## src/include/pbd_pkg.sv

```systemverilog
// Purpose: shared constants for the packet buffer DMA block
// Assumes: 100 MHz clock, AXI4-Lite register bus
// Notes: offsets are byte addresses
package pbd_pkg;
	localparam int CLK_NS = 10;
	localparam int WAIT_MIN_NS = 100;
	localparam int WAIT_MAX_NS = 150;
	localparam int WAIT_CYC = (WAIT_MIN_NS + CLK_NS - 1) / CLK_NS;
	localparam int WAIT_MAX_CYC = WAIT_MAX_NS / CLK_NS;
	localparam logic [4:0] WAIT_N = 5'(WAIT_CYC);
	localparam logic [10:0] MAX_FRAME = 11'h5FC;
	localparam logic [4:0] TRY_LAST = 5'h0F;
	localparam int QDEPTH = 18;
	localparam logic [10:0] DATA_OFF = 11'h002;
	localparam logic [10:0] HDR_OFF = 11'h000;
	// Register byte offsets
	localparam logic [7:0] A_CTRL = 8'h00;
	localparam logic [7:0] A_PTR = 8'h04;
	localparam logic [7:0] A_DATA = 8'h08;
	localparam logic [7:0] A_PNR = 8'h0C;
	localparam logic [7:0] A_CMD = 8'h10;
	localparam logic [7:0] A_STAT = 8'h14;
	localparam logic [4:0] CTRL_RST = 5'h00;
	// Control bits
	localparam int B_ZW = 0;
	localparam int B_TXRUN = 1;
	localparam int B_RXRUN = 2;
	localparam int B_BAD = 3;
	localparam int B_AREL = 4;
	// Status bits
	localparam int S_TXQE = 16;
	localparam int S_CQNE = 17;
	localparam int S_RXQE = 18;
	localparam int S_ABORT = 19;
	localparam int S_OVRN = 20;
	// Commands
	localparam logic [2:0] C_ENQ = 3'h1;
	localparam logic [2:0] C_TXACK = 3'h2;
	localparam logic [2:0] C_RXRM = 3'h3;
	localparam logic [2:0] C_RXREL = 3'h4;
	typedef enum logic [2:0] {TX_IDLE = 3'b000, TX_RD = 3'b001,
		TX_SND = 3'b010, TX_ST = 3'b011, TX_FN = 3'b100} pbd_tx_t;
	typedef enum logic [2:0] {RX_IDLE = 3'b000, RX_AL = 3'b001,
		RX_DT = 3'b010, RX_CN = 3'b011, RX_DR = 3'b100} pbd_rx_t;
endpackage : pbd_pkg

```

## src/design/pbd_pnq.sv

```systemverilog
// Purpose: 5-bit packet number queue, 18 deep
// Assumes: push and pop are one-cycle strobes
// Notes: push ignored when full, pop when empty
`timescale 1ns/1ps
`default_nettype none
module pbd_pnq (
	input wire logic clk, // Clock
	input wire logic nrst, // Async reset, low
	input wire logic push, // Append entry
	input wire logic [4:0] din, // Entry in
	input wire logic pop, // Drop head
	output logic [4:0] head, // Head entry
	output logic empty // No entries
);
	typedef struct packed {
		logic [pbd_pkg::QDEPTH-1:0][4:0] m;
		logic [4:0] rd;
		logic [4:0] wr;
		logic [4:0] n;
	} pbd_q_t;
	pbd_q_t s_q, s_d;

	function automatic logic [4:0] nxt(input logic [4:0] p);
		return (p == 5'(pbd_pkg::QDEPTH - 1)) ? 5'h00 : p + 5'h01;
	endfunction : nxt

	logic doPush, doPop;
	assign doPush = push && (s_q.n != 5'(pbd_pkg::QDEPTH));
	assign doPop = pop && (s_q.n != 5'h00);

	always_comb begin
		s_d = s_q;
		if (doPush) begin
			s_d.m[s_q.wr] = din;
			s_d.wr = nxt(s_q.wr);
		end
		if (doPop) begin
			s_d.rd = nxt(s_q.rd);
		end
		s_d.n = s_q.n + {4'h0, doPush} - {4'h0, doPop};
	end

	always_ff @(posedge clk or negedge nrst) begin
		if (!nrst) begin
			s_q <= '0;
		end else begin
			s_q <= s_d;
		end
	end

	assign head = s_q.m[s_q.rd];
	assign empty = (s_q.n == 5'h00);
endmodule : pbd_pnq
`default_nettype wire

```

## src/design/pbd_wait.sv

```systemverilog
// Purpose: bus ready hold-off timer
// Assumes: start only while idle
// Notes: busy for WAIT_CYC cycles after start
`timescale 1ns/1ps
`default_nettype none
module pbd_wait (
	input wire logic clk, // Clock
	input wire logic nrst, // Async reset, low
	input wire logic start, // Begin hold-off
	output logic busy // Hold-off running
);
	typedef struct packed {
		logic [4:0] cnt;
	} pbd_w_t;
	pbd_w_t s_q, s_d;

	always_comb begin
		s_d = s_q;
		if (start) begin
			s_d.cnt = pbd_pkg::WAIT_N;
		end else if (s_q.cnt != 5'h00) begin
			s_d.cnt = s_q.cnt - 5'h01;
		end
	end

	always_ff @(posedge clk or negedge nrst) begin
		if (!nrst) begin
			s_q <= '0;
		end else begin
			s_q <= s_d;
		end
	end

	assign busy = (s_q.cnt != 5'h00);
endmodule : pbd_wait
`default_nettype wire

```

## src/design/pbd_packet_dma.sv

```systemverilog
// Purpose: data window, arbiter, DMA and packet number queues
// Assumes: memory answers on the memReq/memAck cycle
// Notes: MAC transfers have priority over host window cycles
// Operation
// - Wait off: drop ready 100-150 ns
// - Zero wait: drop ready only on FIFO
// - Window writes buffered, drained by arbitration
// - Pointer load prefetches, odd gives three bytes
// - Odd write pointer commits lone byte
// - MAC cycles present DMA address, packet
// - Alternate MAC receive and transmit requests
// - Transmit only when running and queued
// - Separate 11-bit transmit and receive counters
// - Allocate on reception, write while data
// - Address miss releases buffer, stops frame
// - Good CRC queues, bad CRC releases unless B_BAD set
// - Auto release skips completion queue for frames sent well
// - Over 1532 bytes aborts and releases
// - Failed allocation: overrun if MAC FIFO fills, flush next frame
// - Count and status into buffer head
// - Retransmit after collision below 16 tries
// - Enqueue command keeps order, drained flag
// - Completion head readable, ack pops
// - Receive queue head, remove commands pop
// - Queues 5-bit wide, 18 deep
// - Any packet number may be enqueued
`timescale 1ns/1ps
`default_nettype none
module pbd_packet_dma (
	input wire logic clk, // Clock
	input wire logic nrst, // Async reset, low
	input wire logic awvalid, // AXI write address
	output logic awready, // AXI
	input wire logic [7:0] awaddr, // AXI
	input wire logic wvalid, // AXI write data
	output logic wready, // AXI
	input wire logic [31:0] wdata, // AXI
	input wire logic [3:0] wstrb, // AXI
	output logic bvalid, // AXI write response
	input wire logic bready, // AXI
	output logic [1:0] bresp, // AXI
	input wire logic arvalid, // AXI read address
	output logic arready, // AXI
	input wire logic [7:0] araddr, // AXI
	output logic rvalid, // AXI read data
	input wire logic rready, // AXI
	output logic [31:0] rdata, // AXI
	output logic [1:0] rresp, // AXI
	output logic busReady, // Bus ready line
	output logic memReq, // Memory request
	input wire logic memAck, // Memory transfer
	output logic memWr, // Write cycle
	output logic memWord, // Word, else byte
	output logic [10:0] memAddr, // Offset in packet
	output logic [4:0] memPkt, // Packet to map
	output logic [15:0] memWdata, // Write data
	input wire logic [15:0] memRdata, // Read data
	output logic allocReq, // Allocation request
	input wire logic allocAck, // Allocation answer
	input wire logic allocOk, // Allocation succeeded
	input wire logic [4:0] allocPkt, // Granted packet
	output logic relReq, // Release pulse
	output logic [4:0] relPkt, // Packet to release
	output logic macTxValid, // Word to MAC
	input wire logic macTxReady, // MAC takes word
	output logic [15:0] macTxData, // Transmit word
	input wire logic macTxDone, // Frame finished
	input wire logic macTxOk, // Finished well
	input wire logic [15:0] macTxStatus, // Status word
	input wire logic macCollide, // Collision pulse
	input wire logic macTxFail, // Clears transmit_run
	input wire logic macRxActive, // Reception active
	input wire logic macRxValid, // Receive word ready
	output logic macRxReady, // Word taken
	input wire logic [15:0] macRxData, // Receive word
	input wire logic macAddrMiss, // Destination mismatch
	input wire logic macRxEnd, // Frame end pulse
	input wire logic macCrcOk, // CRC good
	input wire logic macFifoFull, // MAC FIFO full
	output logic macFlush, // Flush MAC FIFO
	output logic receiveOverrunIrq // Overrun flag
);
	typedef struct packed {
		logic [4:0] ctrl;
		logic [10:0] ptr;
		logic [4:0] pnr;
		logic awH;
		logic [7:0] awA;
		logic wH;
		logic [31:0] wD;
		logic [3:0] wS;
		logic arH;
		logic [7:0] arA;
		logic opW;
		logic opR;
		logic bvalid;
		logic [1:0] bresp;
		logic rvalid;
		logic [31:0] rdata;
		logic [1:0] rresp;
		logic [31:0] rf;
		logic [2:0] rfN;
		logic [10:0] fa;
		logic [31:0] wf;
		logic [2:0] wfN;
		logic [10:0] wa;
		logic lastRx;
		pbd_pkg::pbd_tx_t tx;
		logic [4:0] txPkt;
		logic [10:0] txA;
		logic [4:0] txTry;
		logic [15:0] txD;
		logic [15:0] txSt;
		logic txV;
		logic txOk;
		logic colP;
		logic doneP;
		pbd_pkg::pbd_rx_t rx;
		logic [4:0] rxPkt;
		logic [10:0] rxA;
		logic [10:0] rxCnt;
		logic ovPend;
		logic abort;
		logic ovrn;
		logic relReq;
		logic [4:0] relPkt;
		logic flush;
	} pbd_st_t;
	pbd_st_t s_q, s_d;

	// Append k bytes of d at byte position n
	function automatic logic [31:0] put(input logic [31:0] f,
		input logic [2:0] n, input logic [15:0] d, input logic [1:0] k);
		logic [31:0] v;
		v = (k == 2'h2) ? {16'h0000, d} : {24'h00_0000, d[7:0]};
		return f | (v << {n, 3'b000});
	endfunction : put

	function automatic logic mapped(input logic [7:0] a);
		return a == pbd_pkg::A_CTRL || a == pbd_pkg::A_PTR ||
			a == pbd_pkg::A_DATA || a == pbd_pkg::A_PNR ||
			a == pbd_pkg::A_CMD || a == pbd_pkg::A_STAT;
	endfunction : mapped

	// ----------------------------------------
	// Arbiter
	// ----------------------------------------
	logic rxReq, txReq, hwReq, hrReq, selRx, selTx, selHw, selHr, go;
	assign rxReq = (s_q.rx == pbd_pkg::RX_DT && macRxValid) ||
		s_q.rx == pbd_pkg::RX_CN;
	assign txReq = (s_q.tx == pbd_pkg::TX_RD && !s_q.doneP &&
		!s_q.colP) || s_q.tx == pbd_pkg::TX_ST;
	assign hwReq = s_q.wfN != 3'h0;
	assign hrReq = s_q.rfN <= 3'h2;
	assign selRx = rxReq && (!txReq || !s_q.lastRx);
	assign selTx = txReq && !selRx;
	assign selHw = hwReq && !rxReq && !txReq;
	assign selHr = hrReq && !hwReq && !rxReq && !txReq;
	assign memReq = selRx || selTx || selHw || selHr;
	assign go = memReq && memAck;
	assign memWr = selRx || (selTx && s_q.tx == pbd_pkg::TX_ST) || selHw;
	assign memWord = selRx || selTx ||
		(selHw && !s_q.wa[0] && s_q.wfN >= 3'h2) ||
		(selHr && !s_q.fa[0]);
	// MAC cycles carry the DMA address and active packet
	assign memAddr = selRx ? (s_q.rx == pbd_pkg::RX_CN ? pbd_pkg::HDR_OFF :
		s_q.rxA) : selTx ? (s_q.tx == pbd_pkg::TX_ST ? pbd_pkg::HDR_OFF :
		s_q.txA) : selHw ? s_q.wa : s_q.fa;
	assign memPkt = selRx ? s_q.rxPkt : selTx ? s_q.txPkt : s_q.pnr;
	assign memWdata = selRx ? (s_q.rx == pbd_pkg::RX_CN ?
		{5'h00, s_q.rxCnt} : macRxData) : selTx ? s_q.txSt :
		!selHw ? 16'h0000 : s_q.wa[0] ? {s_q.wf[7:0], 8'h00} :
		memWord ? s_q.wf[15:0] : {8'h00, s_q.wf[7:0]};

	// ----------------------------------------
	// Queues and hold-off timer
	// ----------------------------------------
	logic txqPush, txqPop, cqPush, cqPop, rxqPush, rxqPop;
	logic txqE, cqE, rxqE, waitStart, waitBusy;
	logic [4:0] txqHead, cqHead, rxqHead;
	pbd_pnq u_txq (.clk(clk), .nrst(nrst), .push(txqPush), .din(s_q.pnr),
		.pop(txqPop), .head(txqHead), .empty(txqE));
	pbd_pnq u_cq (.clk(clk), .nrst(nrst), .push(cqPush), .din(s_q.txPkt),
		.pop(cqPop), .head(cqHead), .empty(cqE));
	pbd_pnq u_rxq (.clk(clk), .nrst(nrst), .push(rxqPush), .din(s_q.rxPkt),
		.pop(rxqPop), .head(rxqHead), .empty(rxqE));
	pbd_wait u_wait (.clk(clk), .nrst(nrst), .start(waitStart),
		.busy(waitBusy));

	logic stW, stR, wOk, rOk, exW, exR;
	assign stW = !s_q.opW && !s_q.opR && s_q.awH && s_q.wH && !s_q.bvalid;
	assign stR = !s_q.opW && !s_q.opR && !stW && s_q.arH && !s_q.rvalid;
	assign waitStart = (stW || stR) && !s_q.ctrl[pbd_pkg::B_ZW];
	assign wOk = s_q.awA != pbd_pkg::A_DATA || s_q.wfN <= 3'h2;
	assign rOk = s_q.arA != pbd_pkg::A_DATA || s_q.rfN >= 3'h2;
	assign exW = s_q.opW && !waitBusy && wOk;
	assign exR = s_q.opR && !waitBusy && rOk;
	assign busReady = !((s_q.opW && !exW) || (s_q.opR && !exR));

	// ----------------------------------------
	// Next state
	// ----------------------------------------
	logic [1:0] k;
	logic [2:0] cmd;
	logic hRel;
	always_comb begin
		s_d = s_q;
		k = 2'h0;
		cmd = 3'h0;
		hRel = 1'b0;
		txqPush = 1'b0;
		txqPop = 1'b0;
		cqPush = 1'b0;
		cqPop = 1'b0;
		rxqPush = 1'b0;
		rxqPop = 1'b0;
		s_d.relReq = 1'b0;
		s_d.flush = 1'b0;
		if (go && selRx) s_d.lastRx = 1'b1;
		if (go && selTx) s_d.lastRx = 1'b0;
		// Write-behind drain
		if (go && selHw) begin
			k = memWord ? 2'h2 : 2'h1;
			s_d.wf = s_q.wf >> {k, 3'b000};
			s_d.wfN = s_q.wfN - {1'b0, k};
			s_d.wa = s_q.wa + {9'h000, k};
		end
		// Read-ahead fill
		if (go && selHr) begin
			k = memWord ? 2'h2 : 2'h1;
			s_d.rf = put(s_q.rf, s_q.rfN,
				s_q.fa[0] ? {8'h00, memRdata[15:8]} : memRdata, k);
			s_d.rfN = s_q.rfN + {1'b0, k};
			s_d.fa = s_q.fa + {9'h000, k};
		end
		if (awvalid && !s_q.awH) begin
			s_d.awH = 1'b1;
			s_d.awA = awaddr;
		end
		if (wvalid && !s_q.wH) begin
			s_d.wH = 1'b1;
			s_d.wD = wdata;
			s_d.wS = wstrb;
		end
		if (arvalid && !s_q.arH) begin
			s_d.arH = 1'b1;
			s_d.arA = araddr;
		end
		if (s_q.bvalid && bready) s_d.bvalid = 1'b0;
		if (s_q.rvalid && rready) s_d.rvalid = 1'b0;
		if (stW) s_d.opW = 1'b1;
		if (stR) s_d.opR = 1'b1;
		if (macTxFail) s_d.ctrl[pbd_pkg::B_TXRUN] = 1'b0;
		// Register write
		if (exW) begin
			s_d.opW = 1'b0;
			s_d.awH = 1'b0;
			s_d.wH = 1'b0;
			s_d.bvalid = 1'b1;
			s_d.bresp = mapped(s_q.awA) ? 2'h0 : 2'h2;
			if (s_q.wS[0]) begin
				case (s_q.awA)
					pbd_pkg::A_CTRL: s_d.ctrl = s_q.wD[4:0];
					pbd_pkg::A_PTR: begin
						s_d.ptr = s_q.wD[10:0];
						s_d.fa = s_q.wD[10:0];
						s_d.wa = s_q.wD[10:0];
						s_d.rfN = 3'h0;
						s_d.rf = 32'h0000_0000;
						s_d.wfN = 3'h0;
						s_d.wf = 32'h0000_0000;
					end
					pbd_pkg::A_DATA: begin
						k = s_q.wS[1] ? 2'h2 : 2'h1;
						s_d.wf = put(s_d.wf, s_d.wfN, s_q.wD[15:0], k);
						s_d.wfN = s_d.wfN + {1'b0, k};
						s_d.ptr = s_q.ptr + {9'h000, k};
					end
					pbd_pkg::A_PNR: s_d.pnr = s_q.wD[4:0];
					pbd_pkg::A_CMD: cmd = s_q.wD[2:0];
					pbd_pkg::A_STAT: begin
						if (s_q.wD[pbd_pkg::S_ABORT]) s_d.abort = 1'b0;
						if (s_q.wD[pbd_pkg::S_OVRN]) s_d.ovrn = 1'b0;
					end
					default: s_d.bresp = 2'h2;
				endcase
			end
		end
		case (cmd)
			pbd_pkg::C_ENQ: txqPush = 1'b1;
			pbd_pkg::C_TXACK: cqPop = 1'b1;
			pbd_pkg::C_RXRM: rxqPop = 1'b1;
			pbd_pkg::C_RXREL: begin
				rxqPop = 1'b1;
				hRel = !rxqE;
			end
			default: ;
		endcase
		// Register read
		if (exR) begin
			s_d.opR = 1'b0;
			s_d.arH = 1'b0;
			s_d.rvalid = 1'b1;
			s_d.rresp = mapped(s_q.arA) ? 2'h0 : 2'h2;
			s_d.rdata = 32'h0000_0000;
			case (s_q.arA)
				pbd_pkg::A_CTRL: s_d.rdata[4:0] = s_q.ctrl;
				pbd_pkg::A_PTR: s_d.rdata[10:0] = s_q.ptr;
				pbd_pkg::A_PNR: s_d.rdata[4:0] = s_q.pnr;
				pbd_pkg::A_DATA: begin
					s_d.rdata[15:0] = s_d.rf[15:0];
					s_d.rf = s_d.rf >> 16;
					s_d.rfN = s_d.rfN - 3'h2;
					s_d.ptr = s_q.ptr + 11'h002;
				end
				pbd_pkg::A_STAT: begin
					s_d.rdata[4:0] = cqHead;
					s_d.rdata[12:8] = rxqHead;
					s_d.rdata[pbd_pkg::S_TXQE] = txqE;
					s_d.rdata[pbd_pkg::S_CQNE] = !cqE;
					s_d.rdata[pbd_pkg::S_RXQE] = rxqE;
					s_d.rdata[pbd_pkg::S_ABORT] = s_q.abort;
					s_d.rdata[pbd_pkg::S_OVRN] = s_q.ovrn;
				end
				default: ;
			endcase
		end
		// Receive DMA
		case (s_q.rx)
			pbd_pkg::RX_IDLE: if (s_q.ctrl[pbd_pkg::B_RXRUN] && macRxActive) begin
				s_d.flush = s_q.ovPend;
				s_d.ovPend = 1'b0;
				s_d.rx = pbd_pkg::RX_AL;
			end
			pbd_pkg::RX_AL: if (allocAck) begin
				if (allocOk) begin
					s_d.rxPkt = allocPkt;
					s_d.rxA = pbd_pkg::DATA_OFF;
					s_d.rxCnt = 11'h000;
					s_d.rx = pbd_pkg::RX_DT;
				end else begin
					s_d.ovPend = 1'b1;
					s_d.rx = pbd_pkg::RX_DR;
				end
			end
			pbd_pkg::RX_DT: begin
				if (go && selRx) begin
					s_d.rxA = s_q.rxA + 11'h002;
					s_d.rxCnt = s_q.rxCnt + 11'h002;
				end
				if (macAddrMiss) begin
					s_d.relReq = 1'b1;
					s_d.rx = pbd_pkg::RX_DR;
				end else if (s_q.rxCnt > pbd_pkg::MAX_FRAME) begin
					s_d.abort = 1'b1;
					s_d.relReq = 1'b1;
					s_d.rx = pbd_pkg::RX_DR;
				end else if (macRxEnd) begin
					if (macCrcOk || s_q.ctrl[pbd_pkg::B_BAD]) begin
						s_d.rx = pbd_pkg::RX_CN;
					end else begin
						s_d.relReq = 1'b1;
						s_d.rx = pbd_pkg::RX_DR;
					end
				end
				s_d.relPkt = s_q.rxPkt;
			end
			pbd_pkg::RX_CN: if (go && selRx) begin
				rxqPush = 1'b1;
				s_d.rx = pbd_pkg::RX_DR;
			end
			pbd_pkg::RX_DR: begin
				if (s_q.ovPend && macFifoFull) s_d.ovrn = 1'b1;
				if (!macRxActive) s_d.rx = pbd_pkg::RX_IDLE;
			end
			default: s_d.rx = pbd_pkg::RX_IDLE;
		endcase
		// Transmit DMA
		if (macTxDone) begin
			s_d.doneP = 1'b1;
			s_d.txOk = macTxOk;
			s_d.txSt = macTxStatus;
		end
		if (macCollide) s_d.colP = 1'b1;
		case (s_q.tx)
			pbd_pkg::TX_IDLE: begin
				s_d.doneP = 1'b0;
				s_d.colP = 1'b0;
				if (s_q.ctrl[pbd_pkg::B_TXRUN] && !txqE) begin
					s_d.txPkt = txqHead;
					s_d.txA = pbd_pkg::DATA_OFF;
					s_d.txTry = 5'h00;
					s_d.tx = pbd_pkg::TX_RD;
				end
			end
			pbd_pkg::TX_RD, pbd_pkg::TX_SND: begin
				if (s_q.doneP) begin
					s_d.doneP = 1'b0;
					s_d.txV = 1'b0;
					s_d.tx = pbd_pkg::TX_ST;
				end else if (s_q.colP) begin
					s_d.colP = 1'b0;
					s_d.txV = 1'b0;
					if (s_q.txTry < pbd_pkg::TRY_LAST) begin
						s_d.txTry = s_q.txTry + 5'h01;
						s_d.txA = pbd_pkg::DATA_OFF;
						s_d.tx = pbd_pkg::TX_RD;
					end else begin
						s_d.txOk = 1'b0;
						s_d.tx = pbd_pkg::TX_ST;
					end
				end else if (s_q.tx == pbd_pkg::TX_RD) begin
					if (go && selTx) begin
						s_d.txD = memRdata;
						s_d.txV = 1'b1;
						s_d.tx = pbd_pkg::TX_SND;
					end
				end else if (macTxReady) begin
					s_d.txV = 1'b0;
					s_d.txA = s_q.txA + 11'h002;
					s_d.tx = pbd_pkg::TX_RD;
				end
			end
			pbd_pkg::TX_ST: if (go && selTx) s_d.tx = pbd_pkg::TX_FN;
			pbd_pkg::TX_FN: if (!s_d.relReq) begin
				txqPop = 1'b1;
				if (s_q.ctrl[pbd_pkg::B_AREL] && s_q.txOk) begin
					s_d.relReq = 1'b1;
					s_d.relPkt = s_q.txPkt;
				end else begin
					cqPush = 1'b1;
				end
				s_d.tx = pbd_pkg::TX_IDLE;
			end
			default: s_d.tx = pbd_pkg::TX_IDLE;
		endcase
		if (hRel && !s_d.relReq) begin
			s_d.relReq = 1'b1;
			s_d.relPkt = rxqHead;
		end
	end

	always_ff @(posedge clk or negedge nrst) begin
		if (!nrst) begin
			s_q <= '0;
			s_q.ctrl <= pbd_pkg::CTRL_RST;
		end else begin
			s_q <= s_d;
		end
	end

	assign awready = !s_q.awH;
	assign wready = !s_q.wH;
	assign arready = !s_q.arH;
	assign bvalid = s_q.bvalid;
	assign bresp = s_q.bresp;
	assign rvalid = s_q.rvalid;
	assign rdata = s_q.rdata;
	assign rresp = s_q.rresp;
	assign allocReq = s_q.rx == pbd_pkg::RX_AL;
	assign relReq = s_q.relReq;
	assign relPkt = s_q.relPkt;
	assign macTxValid = s_q.txV;
	assign macTxData = s_q.txD;
	assign macRxReady = go && selRx && s_q.rx == pbd_pkg::RX_DT;
	assign macFlush = s_q.flush;
	assign receiveOverrunIrq = s_q.ovrn;
endmodule : pbd_packet_dma
`default_nettype wire

```

## config.mk

```make
export PLATFORM = sky130hd
export DESIGN_NAME = pbd_packet_dma
export DESIGN_NICKNAME = d
export VERILOG_FILES = /design/src/include/pbd_pkg.sv /design/src/design/pbd_pnq.sv /design/src/design/pbd_wait.sv /design/src/design/pbd_packet_dma.sv
export SDC_FILE = /design/constraint.sdc
export NUM_CORES = 1
export LEC_CHECK = 0
export ABC_AREA = 1
export BUFFER_PORTS_ARGS = -buffer_cell sky130_fd_sc_hd__buf_2
export CAP_MARGIN = 20
export CORE_MARGIN = 3
export CORE_UTILIZATION = 55
export DETAILED_ROUTE_END_ITERATION = 8
export PLACE_DENSITY_LB_ADDON = 0.25
export SYNTH_ARGS = -nofsm -noshare
export SYNTH_HDL_FRONTEND = slang
export SYNTH_SLANG_ARGS = --single-unit
```

## constraint.sdc

```tcl
create_clock -name clk -period 3.2 [get_ports clk]
set_input_delay 0.32 -clock clk [delete_from_list [all_inputs] [get_ports clk]]
set_output_delay 0.32 -clock clk [all_outputs]
set_load 0.02 [all_outputs]
```

==> results.md, run 1 <==
* Outcome: completed
* Wl on met1 at 39.3 mm
* Post-synth EDFFs at 0
* Post-synth cell types at about 60
* DP Wirelength at roughly 62 mm
* Gate power share at 0.371
* Critical Path, Cell by Cell: inv_2 -> nand2_1 -> nor2_2 -> nor2_1 -> nand2_2 -> clkinv_2 -> a221oi_1 -> o21ai_0 -> buf_2
* CTS Sinks at 597
* Worst R2R Setup Slack at 0.18 ns
* Power Density at 765 nW/um^2
* CTS buffer count at 66
* Synth top area share at 0.481
* Via count at 27902
* Routed vias/inst at 5.67
* CTS H-tree depth at 3
* Remaining DRCs at 0
* Slowest stage delay, CP at around 0.44 ns
* I/O pin count at 230
* Simple-Gate Fraction of Synth Area at 0.217
* Primary FF master, synth: dfrtp_1
* Die area at 59400 um^2
* Sw frac at 0.402
* Worst setup endpoint: memAddr[1]
* Antenna-violating nets left at 0
* Clock share of power at 0.274
* Worst slew pin tran at around 0.84 ns
* Warnings from Yosys at 0
* DR iter-0 viols at 2746
* Worst Setup Path Type: flip-flop to primary output
* Largest cells by area after synthesis: dfrtp_1, nand2_1, o21ai_0
* P_sw at ~11 mW
* IO buf count at 200
* GP Congestion at roughly 0.94
* Area delta synth->final at 15.8%
* Post-synthesis adder-cell area fraction at 0.0263
* DIE WIDTH at 244 um
* Starting density of the core at 0.560
* Metal2 WL at ~40 mm
* Min-delay src: araddr[2]
* Crit share post-route at 0.980
* Seq/Total Area, Yosys at 0.481
* Commonest cells in the netlist: nand2_1, o21ai_0, dfrtp_1, nor2_1, inv_1
* Synth Area in XOR/XNOR at 0.0175
* Fin nets at approximately 4300
* Drt pass-1 iters at 6
* Endpoints failing setup at 0
* Clk_lat worst skew at 0.61 ns
* Max Cap Violations at 0
* Largest family of logic cells by synthesized area: simple AND/OR/NAND/NOR gates
* Int Pwr at 16.5 mW
* RR Startpoint: s_q[39]
* GR Overflow Total at 0
* Reg2reg end: s_q[114]
* Crit path arrival time at 2.82 ns
* Critical Path RT at ~2.9 ns
* Worst path slowest cell: a221oi_1
* Final wirelength at 90.0 mm
* Avg Cell Area, Syn at 8.02 um^2
* Startpoint types: flip-flop
* Pin count of the biggest net entering global routing at 94
* Worst setup EP type: primary output
* Met3 Wirelength at 6.61 mm
* Routed len/inst at around 18 um
* Core box area at 55500 um^2
* Power Total at 27.5 mW
* Hold_ws at 0.0210 ns
* Vias in the first global route at 26430
* Global-route wire length before repair at 144 mm
* Final design utilization at 0.648
* IR drop worst, VDD at 581 uV
* Max frequency at 0.319 GHz
* Worst slew margin at 0.440
* Critical Path Stages at 9
* Critical Path Source: s_q[39]
* Die Height at 244 um
* TritonCTS clock tree: done
* Tmin final at 3.14 ns
* Worst min path class: input port to flip-flop
* Leakage power at 17.0 nW
* Worst Hold Depth at 3
* FF+latch count, synth at 597
* Cells after Synth at ~3900
* Worst path bufs/invs at 3
* Area leader, netlist: dfrtp_1
* Highest metal used: met5
* CTS clock-pin slew for the worst setup and hold paths at 0.06 ns
* Final Max Tran Viols at 0
* Mux cell area share after synthesis at 0.0102
* Ys async rst share at 1.00
* Final TNS setup at 0 ns
* Antenna violations before repair at 5
* CTS max path bufs at 3
* Row cnt at 86
* Layout cells sized above 1 at 0.137
* Compound-Gate Fraction of Synth Area at 0.168
* GRT Overall Usage at 0.301
* Top delay family on crit path: simple AND/OR/NAND/NOR gates
* Clock tree root driver cell: clkbuf_16
* Worst-path maximum fanout at 10
* Top-count cell post-synth: nand2_1
* Hold Vio Cnt, Final at 0
* Post-Route Skew at 0.0195 ns
* Reg2Reg Depth at 15
* Mapped Area at 31100 um^2
* Power share of the sequential group at 0.355
[state kept, by name, summed over array words and instances (netlist names)]
name,flops
relPkt,5
s_q,227
macTxValid,1
u_txq.s_q,105
rvalid,1
rdata,21
relReq,1
macFlush,1
u_rxq.s_q,105
macTxData,16
bresp,1
bvalid,1
u_wait.s_q,5
receiveOverrunIrq,1
rresp,1
u_cq.s_q,105
[cell usage in the layout (no fill, tap or decap), types with 13 or more instances in the layout]
cell type and count:
inv_1 356, dfrtp_1 597, nor2_2 18, or2_2 14
nor3_1 48, o31ai_1 16, dlygate4sd3_1 72, ha_1 49
conb_1 13, o22ai_1 62, o211ai_1 38, nor2_1 376
mux2_2 21, o21ai_0 600, clkbuf_1 18, nand2_2 48
nand4_1 38, clkbuf_16 69, xor2_1 51, nand3_1 158
buf_2 199, o21ai_1 17, clkbuf_8 17, o221ai_1 16
a21oi_1 144, nand2_1 839, buf_4 93
[per-stage QoR]
stage          cell area (um^2)  std cells  worst slack [ns]
6_report                  36000       4922            0.0631
5_1_grt                   36000       4920           -0.0229
4_1_cts                   35800       4916            0.0519
3_5_place_dp              32900       4723            0.0473
3_3_place_gp              32900       4723             0.118
2_1_floorplan             31100       3885            0.0167
[power groups by stage]
| stage | registers (mW) | logic, mW | clock network, mW |
|---|---|---|---|
| floorplan | 9.48 | 6.95 | 0 |
| global placement | 9.79 | 9.54 | 0 |
| detailed placement | 9.83 | 9.70 | 0 |
| CTS | 9.72 | 9.90 | 7.63 |
| global route | 9.90 | 11.3 | 7.96 |
| finish | 9.77 | 10.2 | 7.54 |
[worst min-delay path: cells and delay by family]
family          cells  cell delay [ns]
simple gates        1             0.08
buf+inv             1             0.07
compound gates      1             0.12
[per-layer routing]
layer / vias to the layer above / track usage
met5: - / 0
met3: 194 / 0.0547
met2: 1011 / 0.466
met4: 4 / 0.105
met1: 13433 / 0.428
li1: 13260 / -
[what timing repair did]
item,CTS,global route
gates resized for setup,7,29
setup endpoints to repair,16,65
pin swaps,0,2
cloned,0,1
endpoints found under the hold margin,151,0
buffers inserted,3,2
hold buffers,72,0
[area by class of cell]
| class | count | area, um^2 |
|---|---|---|
| tap | 748 | 936 |
| multi-input combinational | 2701 | 13800 |
| fill | 4798 | 19500 |
| antenna | 2 | 5.00 |
| timing repair buffer | 380 | 2730 |
| inverter | 376 | 1420 |
| sequential | 597 | 14900 |
| clock inverter | 15 | 146 |
| clock buffer | 103 | 2000 |
[how the worst min path moves through the flow]
stage,endpoint,slack (ns)
finish,s_q[235],0.02
global route,macTxData[10],0.01
CTS,macTxData[10],0.001
detailed placement,u_rxq.s_q[55],0.43
global placement,u_rxq.s_q[55],0.43
floorplan,bresp[1],0.02
[kinds of logic (layout without fill, tap and decap cells)]
logic type                 Yosys count  count (layout)
AOI/OAI and AO/OA                  949             949
xor gates and xnor gates            62              62
adders and majority gates           60              60
buffers and inverters              587             874
DFF                                597             597
muxes                               29              29
other                                1              15
and+or+nand+nor                   1588            1588
Power figures use the tool's default switching activity.
==> run 2: changes to the inputs <==
--- a/config.mk
+++ b/config.mk
@@ -5,7 +5,6 @@
 export SDC_FILE = /design/constraint.sdc
 export NUM_CORES = 1
 export LEC_CHECK = 0
-export ABC_AREA = 1
 export BUFFER_PORTS_ARGS = -buffer_cell sky130_fd_sc_hd__buf_2
 export CAP_MARGIN = 20
 export CORE_MARGIN = 3
==> run 2 against run 1 <==
Effect of this change:
- routed wire length shrank 3.6%
- clock skew grew 0.011 ns
- design area grew 0.67%
- first-iteration DRC count shrank 33%
- clock power grew 3.8%
- core utilization grew 0.56 points
- fmax grew 0.47%
- register-to-register slack lost 0.10 ns
- via count shrank 15%
- total power shrank 1.8%
- worst setup slack gained 0.015 ns
- flip-flop and latch count is the same
- critical endpoint is now u_cq.s_q[4]
- largest power group is now sequential cells
==> results.md, run 2 <==
* Remaining DRCs at 0 (unchanged)
* Crit path arrival time at 3.60 ns (was 2.82 ns)
* Die area at 59300 um^2 (was 59400 um^2)
* Hold_ws at 0.0364 ns (was 0.0210 ns)
* Routed vias/inst at 6.10 (was 5.67)
* Area delta synth->final at 16.8% (was 15.8%)
* Vias in the first global route at 24447 (was 26430)
* Post-Route Skew at 0.0303 ns (was 0.0195 ns)
* Tmin final at 3.12 ns (was 3.14 ns)
* Endpoints failing setup at 0 (unchanged)
* TritonCTS clock tree: done (unchanged)
* Biggest register: s_q (unchanged)
* GR Overflow Total at 0 (unchanged)
* Top-count cell post-synth: dfrtp_1 (was nand2_1)
* P_sw at 10.1 mW (was 11.1 mW)
* Final Max Tran Viols at 0 (unchanged)
* Metal2 WL at 42.3 mm (was 40.8 mm)
* I/O pin count at 230 (unchanged)
* GRT Overall Usage at 0.292 (was 0.301)
* Hold Vio Cnt, Final at 0 (unchanged)
* Clock tree root driver cell: clkbuf_16 (unchanged)
* CTS clock-pin slew for the worst setup and hold paths at 0.06 ns (about the same)
* CTS buffer count at 66 (unchanged)
* Critical Path RT at 3.67 ns (was 2.88 ns)
* DIE WIDTH at 243 um (was 244 um)
* Post-synth cell types at 93 (was 61)
* Power Total at 27.0 mW (was 27.5 mW)
* Final WS setup at 0.0778 ns (was 0.0631 ns)
* Post-synth EDFFs at 0 (unchanged)
* Max frequency at 0.320 GHz (was 0.319 GHz)
* Power Density at 746 nW/um^2 (was 765 nW/um^2)
* IR drop worst, VDD at 494 uV (was 581 uV)
* Clock share of power at 0.290 (was 0.274)
* Leakage power at 16.8 nW (was 17.0 nW)
* Int Pwr at 16.9 mW (was 16.5 mW)
* Worst min path class: input port to flip-flop (unchanged)
* Max FFs per register at 227 (unchanged)
* Gate power share at 0.332 (was 0.371)
* Worst setup EP type: flip-flop (was primary output)
* Global-route wire length before repair at 137 mm (was 144 mm)
* Outcome: completed (unchanged)
* Placed cells at 3682 (was 4723)
* Core box area at 55400 um^2 (was 55500 um^2)
* Layout cells sized above 1 at 0.301 (was 0.137)
* Worst-path maximum fanout at 3 (was 10)
* Row cnt at 86 (unchanged)
* Primary FF master, synth: dfrtp_1 (unchanged)
* Critical Path Source: u_wait.s_q[0] (was s_q[39])
* CTS max path bufs at 3 (unchanged)
* Worst slew margin at 0.347 (was 0.440)
* Worst Setup Path Type: flip-flop to flip-flop (was flip-flop to primary output)
* Wl on met1 at 36.4 mm (was 39.3 mm)
* Post-Layout Cell Count at 3888 (was 4922)
* Avg Cell Area, Syn at 11.0 um^2 (was 8.02 um^2)
* Commonest non-fill, non-tap cell in the layout: dfrtp_1 (was nand2_1)
* DR iter-0 viols at 1830 (was 2746)
* Filler cell count at 4216 (was 4798)
* Commonest cells after routing, fill and taps aside: dfrtp_1, mux2_2, nand2_1, nor2_1, buf_2 (was nand2_1, o21ai_0, dfrtp_1, nor2_1, inv_1)
* Max Cap Violations at 0 (unchanged)
* Min-delay src: memRdata[9] (was araddr[2])
* Fin nets at 3273 (was 4308)
* Synth top area share at 0.482 (was 0.481)
* Crit share post-route at 0.976 (was 0.980)
* Routed len/inst at 22.3 um (was 18.3 um)
* Clk_lat worst skew at 0.61 ns (about the same)
* Largest cells by area after synthesis: dfrtp_1, mux2_2, mux4_2 (was dfrtp_1, nand2_1, o21ai_0)
* Seq/Total Area, Yosys at 0.482 (was 0.481)
* Worst slew pin tran at 0.971 ns (was 0.840 ns)
* Pin count of the biggest net entering global routing at 115 (was 94)
* Area leader, netlist: dfrtp_1 (unchanged)
* Highest metal used: met4 (was met5)
* CTS H-tree depth at 3 (unchanged)
* IO buf count at 200 (unchanged)
* Final design utilization at 0.654 (was 0.648)
* GP Congestion at 0.946 (was 0.941)
* Via count at 23723 (was 27902)
* Antenna-violating nets left at 0 (unchanged)
* Sw frac at 0.373 (was 0.402)
* Ys async rst share at 1.00 (unchanged)
* Final wirelength at 86.7 mm (was 90.0 mm)
* Pre-CTS WS at 0.0573 ns (was 0.0473 ns)
* RR Startpoint: u_wait.s_q[0] (was s_q[39])
* Cells after Synth at 2817 (was 3873)
* Antenna violations before repair at 1 (was 5)
* DP Wirelength at 61.4 mm (was 62.4 mm)
* FF+latch count, synth at 597 (unchanged)
* Startpoint types: flip-flop (unchanged)
* Warnings from Yosys at 0 (unchanged)
* Commonest cells in the netlist: dfrtp_1, mux2_2, nand2_1, nor2_1, a21oi_1 (was nand2_1, o21ai_0, dfrtp_1, nor2_1, inv_1)
* Mapped Area at 31000 um^2 (was 31100 um^2)
* Die Height at 243 um (was 244 um)
* Starting density of the core at 0.560 (about the same)
* Power share of the sequential group at 0.378 (was 0.355)
* CTS Sinks at 597 (unchanged)
* RSZ-0062 raised after global routing: yes
* Drt pass-1 iters at 5 (was 6)
* Met3 Wirelength at 5.02 mm (was 6.61 mm)
[run 2: cell types whose count changed after synthesis, sizes merged, moves of 32 or more]
cell and delta:
nand2 -650, o21ai -539, mux2 +354, inv -293, nor2 -195, nand3 -96, mux4 +59, mux2i +38
o22ai -34, a31oi +32, and2 +32
[run 2: what timing repair did]
| item | 4_1_cts | 5_1_grt |
|---|---|---|
| buffers inserted | 1 | 5 |
| hold endpoints to repair | 128 | 0 |
| resized for setup | 14 | 23 |
| pin swaps | 1 | 12 |
| setup endpoints to repair | 23 | 48 |
| hold buffers | 79 | 0 |
[run 2: cell families (layout without fill, tap and decap cells)]
kind of cell / Yosys count / after routing / synth area share
XOR/XNOR: 62 / 62 / 0.0175
multiplexers: 480 / 480 / 0.194
AO/OA/AOI/OAI: 525 / 525 / 0.111
other: 1 / 15 / 0.000121
buffers and inverters: 300 / 609 / 0.0444
AND/OR/NAND/NOR: 791 / 791 / 0.125
adder cells (fa/ha/maj): 61 / 61 / 0.0267
flip-flops: 597 / 597 / 0.482
[run 2: power groups by stage]
stage	logic (mW)	clock network [mW]	registers (mW)
after floorplan	6.26	0	9.58
after global placement	8.38	0	10.2
after detailed placement	8.59	0	10.3
after CTS	8.80	7.94	10.2
after global routing	9.75	8.27	10.3
final	8.98	7.83	10.2
[run 2: final timing paths]
path / to / slack [ns] / depth (start not counted)
worst max-delay path: u_cq.s_q[4] / 0.08 / 15
worst min-delay path: macTxData[9] / 0.04 / 2
worst max register to register: u_cq.s_q[4] / 0.08 / 15
worst min register to register: s_q[178] / 0.48 / 2
max in group asynchronous: s_q[279] / 1.87 / 3
min in group asynchronous: s_q[27] / 0.28 / 2
[run 2: per-layer routing]
metal | GRT usage | vias to the layer above
li1 | - | 10663
met4 | 0.108 | 0
met2 | 0.491 | 823
met1 | 0.385 | 12061
met5 | 0 | -
met3 | 0.0452 | 176
[run 2: layout make-up]
cell class,instances,area (um^2),share of cell area
Antenna cell,2,5.00,0.000138
Inverter,78,300,0.00829
Sequential cell,597,14900,0.412
Timing Repair Buffer,412,2880,0.0794
Clock inverter,28,342,0.00943
Clock buffer,91,1890,0.0521
Multi-Input combinational cell,1932,14900,0.412
Tap cell,748,936,0.0258
[run 2: metrics by stage]
stage                     setup TNS (ns)  cell area, um^2
after floorplan                   -0.275            31200
after global placement                 0            33000
after detailed placement               0            33000
after CTS                              0            36100
after global routing             -0.0313            36200
final                                  0            36200
[run 2: worst max-delay path, stage by stage, from the launching register on]
cell and delay [ns]:
dfrtp_1 0.39, inv_1 0.08, ha_2 0.17, or4b_4 0.49, or3_4 0.36, nor3_4 0.20, ha_1 0.26, inv_2 0.08
ha_4 0.14, inv_2 0.04, fa_2 0.39, inv_2 0.06, a21oi_2 0.04, nor2_1 0.12, nor2_1 0.07, xnor2_1 0.12
